<file path="config.mk">
export PLATFORM = sky130hd
export DESIGN_NAME = irt_trim_top
export DESIGN_NICKNAME = d
export VERILOG_FILES = /design/src/design/irt_pkg.sv /design/src/design/irt_load_if.sv /design/src/design/irt_factory_load.sv /design/src/design/irt_trim_top.sv
export VERILOG_INCLUDE_DIRS = /design/src /design/src/design
export SDC_FILE = /design/constraint.sdc
export NUM_CORES = 1
export LEC_CHECK = 0
export ABC_AREA = 0
export BUFFER_PORTS_ARGS = -buffer_cell sky130_fd_sc_hd__buf_2
export CORE_AREA = 2 2 88 90
export CTS_CLUSTER_SIZE = 24
export DETAILED_ROUTE_END_ITERATION = 10
export DIE_AREA = 0 0 90 92
export PLACE_DENSITY_LB_ADDON = 0.15
export REMOVE_ABC_BUFFERS = 1
export SLEW_MARGIN = 0
export SYNTH_ARGS = -nofsm -noshare
export SYNTH_HDL_FRONTEND = slang
export SYNTH_HIERARCHICAL = 1
export SYNTH_SLANG_ARGS = --single-unit
</file>
<file path="constraint.sdc">
create_clock -name core_clk_i -period 2.24 [get_ports core_clk_i]
set_input_delay 0.448 -clock core_clk_i [delete_from_list [all_inputs] [get_ports core_clk_i]]
set_output_delay 0.448 -clock core_clk_i [all_outputs]
set_load 0.05 [all_outputs]
</file>
<file path="src/design/irt_cfg.svh">
`ifndef IRT_CFG_SVH
`define IRT_CFG_SVH

// ----------------------------------------------------------------------------
// Register byte offsets
// ----------------------------------------------------------------------------
`define IRT_OFS_TRIM_HIGH  4'h0
`define IRT_OFS_TRIM_LOW   4'h4
`define IRT_OFS_PROTECT    4'h8
`define IRT_OFS_CLK_STAT   4'hC

// ----------------------------------------------------------------------------
// Reset values and keys
// ----------------------------------------------------------------------------
`define IRT_TRIM_RST       16'h0000
`define IRT_PROTECT_RST    1'h0
`define IRT_PLL_CLOCK_SELECT_RST     1'h0
`define IRT_UNLOCK_KEY     8'h26
`define IRT_TRIM_WMASK     16'hFBFF

// ----------------------------------------------------------------------------
// Field positions in the combined 16-bit trim word
// ----------------------------------------------------------------------------
`define IRT_TC_MSB         15
`define IRT_TC_LSB         11
`define IRT_RSVD_BIT       10
`define IRT_FREQ_MSB       9
`define IRT_FREQ_LSB       0
`define IRT_COARSE_MSB     9
`define IRT_COARSE_LSB     6
`define IRT_FINE_MSB       5
`define IRT_FINE_LSB       0
`define IRT_TC_OFF_A       5'h00
`define IRT_TC_OFF_B       5'h10

// ----------------------------------------------------------------------------
// Clock status register bits
// ----------------------------------------------------------------------------
`define IRT_CS_PLL_CLOCK_SELECT_BIT  0
`define IRT_CS_LOCK_BIT    1
`define IRT_CS_OSCUP_BIT   2

`endif

</file>
<file path="src/design/irt_pkg.sv">
package irt_pkg;

  // --------------------------------------------------------------------------
  // Factory load sequencer states
  // --------------------------------------------------------------------------
  typedef enum logic [1:0] {
    ld_wait = 2'b00,
    ld_req  = 2'b01,
    ld_done = 2'b10
  } irt_load_state_e;

endpackage : irt_pkg

</file>
<file path="src/design/irt_load_if.sv">
interface irt_load_if;
  logic        load_valid;
  logic [15:0] load_data;
  logic        load_done;

  modport loader (
    output load_valid,
    output load_data,
    output load_done
  );

  modport core (
    input  load_valid,
    input  load_data,
    input  load_done
  );
endinterface : irt_load_if

</file>
<file path="src/design/irt_factory_load.sv">
`include "irt_cfg.svh"

module irt_factory_load (
  // Clock and reset
  input  wire logic        core_clk_i,
  input  wire logic        reset_n_i,
  // Flash read port
  input  wire logic        flash_ack_i,
  input  wire logic [15:0] flash_data_i,
  output logic             flash_req_o,
  // Load result
  irt_load_if.loader       ld
);

  irt_pkg::irt_load_state_e state;

  // --------------------------------------------------------------------------
  // One flash read after reset release
  // --------------------------------------------------------------------------
  always_ff @(posedge core_clk_i) begin
    if (!reset_n_i) begin
      state         <= irt_pkg::ld_wait;
      flash_req_o   <= 1'b0;
      ld.load_valid <= 1'b0;
      ld.load_data  <= `IRT_TRIM_RST;
      ld.load_done  <= 1'b0;
    end else begin
      ld.load_valid <= 1'b0;
      unique case (state)
        irt_pkg::ld_wait: begin
          state       <= irt_pkg::ld_req;
          flash_req_o <= 1'b1;
        end
        irt_pkg::ld_req: begin
          if (flash_ack_i) begin
            state         <= irt_pkg::ld_done;
            flash_req_o   <= 1'b0;
            ld.load_valid <= 1'b1;
            ld.load_data  <= flash_data_i;
            ld.load_done  <= 1'b1;
          end
        end
        irt_pkg::ld_done: begin
          state <= irt_pkg::ld_done;
        end
        default: begin
          state <= irt_pkg::ld_wait;
        end
      endcase
    end
  end

endmodule : irt_factory_load

</file>
<file path="src/design/irt_trim_top.sv">
// Overview of operation
// - After system reset is released the trim pair is loaded once from the factory value in flash.
// - Trim registers read once the factory load is done, and a write lands only while the protect bit is 0.
// - Any trim write while the PLL clock select is 1 clears the lock and oscillator-up flags, except a flag whose status pin rise lands in the same cycle.
// - Bits 15 to 11 of the trim pair hold the 5-bit temperature-coefficient trim.
// - Bits 9 to 0 of the trim pair hold the 10-bit frequency trim driven to the oscillator.
// - Frequency trim bits 9 to 6 form the coarse step of about 6 percent.
// - Frequency trim bits 5 to 0 form the fine step of about 0.3 percent.
// - Coefficient codes 00000 and 10000 switch temperature compensation off.
// - Top coefficient bit 0 steers the shift negative, 1 positive, by the four low bits.
// - Writing 0x26 to the protection register clears the protect bit, any other write sets it.
`include "irt_cfg.svh"

module irt_trim_top #(
  parameter int ADDR_W = 4
) (
  // Clock and reset
  input  wire logic              core_clk_i,
  input  wire logic              reset_n_i,
  // Wishbone classic slave
  input  wire logic              wb_cyc_i,
  input  wire logic              wb_stb_i,
  input  wire logic              wb_we_i,
  input  wire logic [ADDR_W-1:0] wb_adr_i,
  input  wire logic [3:0]        wb_sel_i,
  input  wire logic [31:0]       wb_dat_i,
  output logic      [31:0]       wb_dat_o,
  output logic                   wb_ack_o,
  // Flash factory value port
  input  wire logic              flash_ack_i,
  input  wire logic [15:0]       flash_data_i,
  output logic                   flash_req_o,
  // PLL and oscillator status pins
  input  wire logic              pll_locked_i,
  input  wire logic              osc_stable_i,
  // Clock control outputs
  output logic                   pll_clock_select_o,
  output logic                   pll_lock_flag_o,
  output logic                   osc_up_flag_o,
  output logic                   config_protect_bit_o,
  // Oscillator trim outputs
  output logic      [9:0]        ref_freq_trim_o,
  output logic      [3:0]        coarse_trim_o,
  output logic      [5:0]        fine_trim_o,
  output logic      [4:0]        temp_coeff_trim_o,
  output logic                   tc_comp_enable_o,
  output logic                   tc_shift_positive_o,
  output logic      [3:0]        tc_shift_step_o
);

  // --------------------------------------------------------------------------
  // Elaboration check
  // --------------------------------------------------------------------------
  if (ADDR_W < 4) begin : g_bad_addr_w
    $error("ADDR_W must be at least 4");
  end

  // --------------------------------------------------------------------------
  // Factory load
  // --------------------------------------------------------------------------
  irt_load_if ld_bus ();

  irt_factory_load u_load (
    .core_clk_i   (core_clk_i),
    .reset_n_i    (reset_n_i),
    .flash_ack_i  (flash_ack_i),
    .flash_data_i (flash_data_i),
    .flash_req_o  (flash_req_o),
    .ld           (ld_bus.loader)
  );

  // --------------------------------------------------------------------------
  // Status pin synchronisers
  // --------------------------------------------------------------------------
  logic [1:0] stat_pin;
  logic [1:0] stat_s1;
  logic [1:0] stat_s2;
  logic [1:0] stat_s3;
  logic [1:0] stat_stable;
  logic [1:0] stat_rise;

  assign stat_pin = {osc_stable_i, pll_locked_i};

  for (genvar gi = 0; gi < 2; gi++) begin : g_sync
    always_ff @(posedge core_clk_i) begin
      if (!reset_n_i) begin
        stat_s1[gi]     <= 1'b0;
        stat_s2[gi]     <= 1'b0;
        stat_s3[gi]     <= 1'b0;
        stat_stable[gi] <= 1'b0;
      end else begin
        stat_s1[gi] <= stat_pin[gi];
        stat_s2[gi] <= stat_s1[gi];
        stat_s3[gi] <= stat_s2[gi];
        if (stat_s2[gi] == stat_s3[gi]) begin
          stat_stable[gi] <= stat_s2[gi];
        end
      end
    end
    assign stat_rise[gi] = (stat_s2[gi] == stat_s3[gi]) & stat_s2[gi] & ~stat_stable[gi];
  end

  // --------------------------------------------------------------------------
  // Bus decode
  // --------------------------------------------------------------------------
  logic        bus_go;
  logic        wr_go;
  logic        hit_hi;
  logic        hit_lo;
  logic        hit_config_protect_bit;
  logic        hit_cs;
  logic        upper_zero;
  logic        wr_trim;
  logic [15:0] trim_q;
  logic        protect_q;
  logic [31:0] next_rdata;

  assign upper_zero = (wb_adr_i >> 4) == '0;
  assign hit_hi     = upper_zero & (wb_adr_i[3:0] == `IRT_OFS_TRIM_HIGH);
  assign hit_lo     = upper_zero & (wb_adr_i[3:0] == `IRT_OFS_TRIM_LOW);
  assign hit_config_protect_bit   = upper_zero & (wb_adr_i[3:0] == `IRT_OFS_PROTECT);
  assign hit_cs     = upper_zero & (wb_adr_i[3:0] == `IRT_OFS_CLK_STAT);

  // Requests wait until the factory value is in place
  // The load strobe still stands in the cycle before the trim holds the value
  assign bus_go  = wb_cyc_i & wb_stb_i & ~wb_ack_o & ld_bus.load_done &
                   ~ld_bus.load_valid;
  assign wr_go   = bus_go & wb_we_i & wb_sel_i[0];
  assign wr_trim = wr_go & (hit_hi | hit_lo);

  always_ff @(posedge core_clk_i) begin
    if (!reset_n_i) begin
      wb_ack_o <= 1'b0;
    end else begin
      wb_ack_o <= bus_go;
    end
  end

  // --------------------------------------------------------------------------
  // Read data
  // --------------------------------------------------------------------------
  always_comb begin
    next_rdata = 32'h0000_0000;
    if (hit_hi) begin
      next_rdata[7:0] = trim_q[15:8];
    end else if (hit_lo) begin
      next_rdata[7:0] = trim_q[7:0];
    end else if (hit_config_protect_bit) begin
      next_rdata[0] = protect_q;
    end else if (hit_cs) begin
      next_rdata[`IRT_CS_PLL_CLOCK_SELECT_BIT] = pll_clock_select_o;
      next_rdata[`IRT_CS_LOCK_BIT]   = pll_lock_flag_o;
      next_rdata[`IRT_CS_OSCUP_BIT]  = osc_up_flag_o;
    end
  end

  always_ff @(posedge core_clk_i) begin
    if (!reset_n_i) begin
      wb_dat_o <= 32'h0000_0000;
    end else if (bus_go & ~wb_we_i) begin
      wb_dat_o <= next_rdata;
    end
  end

  // --------------------------------------------------------------------------
  // Trim register pair
  // --------------------------------------------------------------------------
  always_ff @(posedge core_clk_i) begin
    if (!reset_n_i) begin
      trim_q <= `IRT_TRIM_RST;
    end else if (ld_bus.load_valid) begin
      trim_q <= ld_bus.load_data & `IRT_TRIM_WMASK;
    end else if (wr_go & ~protect_q) begin
      if (hit_hi) begin
        trim_q[15:8] <= wb_dat_i[7:0] & 8'(`IRT_TRIM_WMASK >> 8);
      end
      if (hit_lo) begin
        trim_q[7:0] <= wb_dat_i[7:0];
      end
    end
  end

  // --------------------------------------------------------------------------
  // Protection register
  // --------------------------------------------------------------------------
  always_ff @(posedge core_clk_i) begin
    if (!reset_n_i) begin
      protect_q <= `IRT_PROTECT_RST;
    end else if (wr_go & hit_config_protect_bit) begin
      protect_q <= (wb_dat_i[7:0] != `IRT_UNLOCK_KEY);
    end
  end

  always_ff @(posedge core_clk_i) begin
    if (!reset_n_i) begin
      config_protect_bit_o <= `IRT_PROTECT_RST;
    end else if (wr_go & hit_config_protect_bit) begin
      config_protect_bit_o <= (wb_dat_i[7:0] != `IRT_UNLOCK_KEY);
    end
  end

  // --------------------------------------------------------------------------
  // Clock select and status flags
  // --------------------------------------------------------------------------
  always_ff @(posedge core_clk_i) begin
    if (!reset_n_i) begin
      pll_clock_select_o <= `IRT_PLL_CLOCK_SELECT_RST;
    end else if (wr_go & hit_cs) begin
      pll_clock_select_o <= wb_dat_i[`IRT_CS_PLL_CLOCK_SELECT_BIT];
    end
  end

  // Set wins over clear
  always_ff @(posedge core_clk_i) begin
    if (!reset_n_i) begin
      pll_lock_flag_o <= 1'b0;
      osc_up_flag_o   <= 1'b0;
    end else begin
      pll_lock_flag_o <= stat_rise[0] |
                         (pll_lock_flag_o & ~(wr_trim & pll_clock_select_o));
      osc_up_flag_o   <= stat_rise[1] |
                         (osc_up_flag_o & ~(wr_trim & pll_clock_select_o));
    end
  end

  // --------------------------------------------------------------------------
  // Oscillator trim outputs
  // --------------------------------------------------------------------------
  always_ff @(posedge core_clk_i) begin
    if (!reset_n_i) begin
      ref_freq_trim_o   <= 10'h000;
      coarse_trim_o     <= 4'h0;
      fine_trim_o       <= 6'h00;
      temp_coeff_trim_o <= 5'h00;
    end else begin
      ref_freq_trim_o   <= trim_q[`IRT_FREQ_MSB:`IRT_FREQ_LSB];
      coarse_trim_o     <= trim_q[`IRT_COARSE_MSB:`IRT_COARSE_LSB];
      fine_trim_o       <= trim_q[`IRT_FINE_MSB:`IRT_FINE_LSB];
      temp_coeff_trim_o <= trim_q[`IRT_TC_MSB:`IRT_TC_LSB];
    end
  end

  always_ff @(posedge core_clk_i) begin
    if (!reset_n_i) begin
      tc_comp_enable_o    <= 1'b0;
      tc_shift_positive_o <= 1'b0;
      tc_shift_step_o     <= 4'h0;
    end else begin
      tc_comp_enable_o    <= (trim_q[`IRT_TC_MSB:`IRT_TC_LSB] != `IRT_TC_OFF_A) &&
                             (trim_q[`IRT_TC_MSB:`IRT_TC_LSB] != `IRT_TC_OFF_B);
      tc_shift_positive_o <= trim_q[`IRT_TC_MSB];
      tc_shift_step_o     <= trim_q[`IRT_TC_MSB-1:`IRT_TC_LSB];
    end
  end
endmodule : irt_trim_top

</file>
==> impl_metrics.json <==
{
  "dp_hpwl_mm": 4.82,
  "r2r_start": "u_load/ld.load_done$_SDFFE_PN0P_",
  "routedWlPerCell_um": 13.1,
  "num_vias": 2443,
  "grtUsageTotal_pct": 16.9,
  "cts_max_level": 3,
  "grt_overflow_total": 0,
  "synth_area_mm2": 0.00321,
  "critPathLaunch": "wb_adr_i[1]",
  "drc": 0,
  "path_max_fanout": 8,
  "post_cts_buffers": 0,
  "die_area_mm2": 0.00828,
  "min_period_over_period_pct": 75.6,
  "via_per_inst": 4.80,
  "cts_tree": "done",
  "fin_crit_ns": 1.69,
  "grt_antenna_before_repair": 0,
  "critical_path_arrival_ns": 1.92,
  "cts_buffer_depth": 2,
  "die_y_um": 92,
  "cts-root-buf": "clkbuf_8",
  "fp-row-count": 32,
  "core_area_mm2": 0.00745,
  "fmax_mhz": 591,
  "hold_class": "input pin to register",
  "place_area_mm2": 0.00346,
  "fin_ws_ns": 0.547,
  "first_pass_iters": 4,
  "synth.avg_cell_area_um2": 9.38,
  "drive_gt1_share_pct": 27.0,
  "clock_sinks": 72,
  "grt_pass1_vias": 2278,
  "dp_slack_ns": 0.204,
  "grt_max_degree": 52,
  "numPortBuffers": 80,
  "ioPinCount": 133,
  "area_growth_pct": 15.2,
  "finClkSkew_ns": 0.00460,
  "drtAntennaViolNets": 0,
  "timing.hold.ws_ns": 0.312,
  "worst_ir_drop_vdd_mv": 0.427,
  "maxCapViolations": 0,
  "antenna_cells": 0,
  "drv_slew": 0,
  "worstHoldStart": "osc_stable_i",
  "cts_buffers": 9,
  "syn_inst": 342,
  "crit_path_end_kind": "register",
  "p_total_mw": 3.15,
  "num-fill-cells": 757,
  "final_util_pct": 49.6,
  "clkLatencyLatePin_ns": 0.34,
  "status": "finished, final reports clean",
  "cts_hold_buf": 0,
  "start_util_pct": 43.1,
  "setup_viol": 0,
  "crit_path_start_kind": "input pin",
  "dieWidth_um": 90,
  "grt_setup_unrepaired": "no",
  "tns_ns": 0,
  "dp_cells": 493,
  "p_leak_nw": 1.71,
  "worst_pin_slew_ns": 0.513,
  "ctsResizeCount": 0,
  "hold_viol": 0,
  "totalWireLength_mm": 6.66,
  "nNetsFinal": 470,
  "routabilityCongestion": 0.867,
  "clkTransAtPathRegs_ns": 0.07,
  "grt_pass1_wl_mm": 11.0,
  "yosys_warnings": 6,
  "required_ns": 2.47,
  "p_per_area_mw_per_mm2": 854,
  "fin_area_mm2": 0.00369,
  "max_slew_margin_pct": 65.7,
  "drtIter0Drc": 80,
  "crit_type": "input pin to register",
  "stdcell_count": 509
}
routing by layer:
metal	GRT usage, %	vias up	routed length, um	share of wire [%]
met5	0	-	0	0
met4	8.08	0	89	1.3
met2	25.2	74	2900	44
li1	-	1245	-	-
met3	3.94	8	364	5.5
met1	23.0	1116	3300	50
worst paths after layout:
kind | to | slack (ns) | depth (start not counted)
max | trim_q[11]$_SDFFE_PN0P_ | 0.55 | 5
min | stat_s1[1]$_SDFF_PN0_ | 0.31 | 2
max reg2reg | trim_q[11]$_SDFFE_PN0P_ | 0.61 | 4
min reg2reg | stat_s2[0]$_SDFF_PN0_ | 0.43 | 1
cell usage in the layout, fill, tap and decap left out, types with 3 or more instances in the layout:
master,n
nand2_1,47
nor3_1,4
a221o_1,8
a21boi_0,3
nand3_1,4
nand3b_1,4
and3_1,7
nand4_1,16
o21ai_0,17
a21boi_1,5
inv_1,4
buf_2,80
nor2_1,6
buf_4,6
mux2i_1,11
o21ai_1,8
nor4bb_1,3
or3_1,6
clkbuf_8,9
nor2b_1,4
and2_1,23
ha_1,4
bufinv_16,3
dfxtp_1,72
conb_1,24
a21o_1,6
critical path, stage by stage:
cell and delay (ns):
buf_2 0.11, or3_1 0.54, nor4_4 0.27, a21oi_2 0.18
a221o_1 0.37
registers in the layout (all words and copies together) (netlist names), 2 cells and up:
register             count
trim_q                  15
wb_dat_o                 8
stat_s1                  2
stat_s2                  2
ref_freq_trim_o         10
u_load/state             2
u_load/ld.load_data     15
temp_coeff_trim_o        5
stat_s3                  2
stat_stable              2
power by group:
part           leakage [nW]  internal, mW  switching (mW)
clock network         0.116         0.736           0.469
logic                  1.01         0.157           0.368
registers             0.583          1.37          0.0550
area by class of cell:
cell class / instances / area, um^2 / share of cell area, %
flip-flops and latches: 72 / 1440 / 39.0
multi-input cells: 229 / 1430 / 38.7
repair buffers: 86 / 445 / 12.1
clock buffers: 10 / 128 / 3.46
well taps: 102 / 128 / 3.46
clock inverters: 6 / 108 / 2.91
inverters: 4 / 15.0 / 0.407
(Power assumes the default switching activity.)
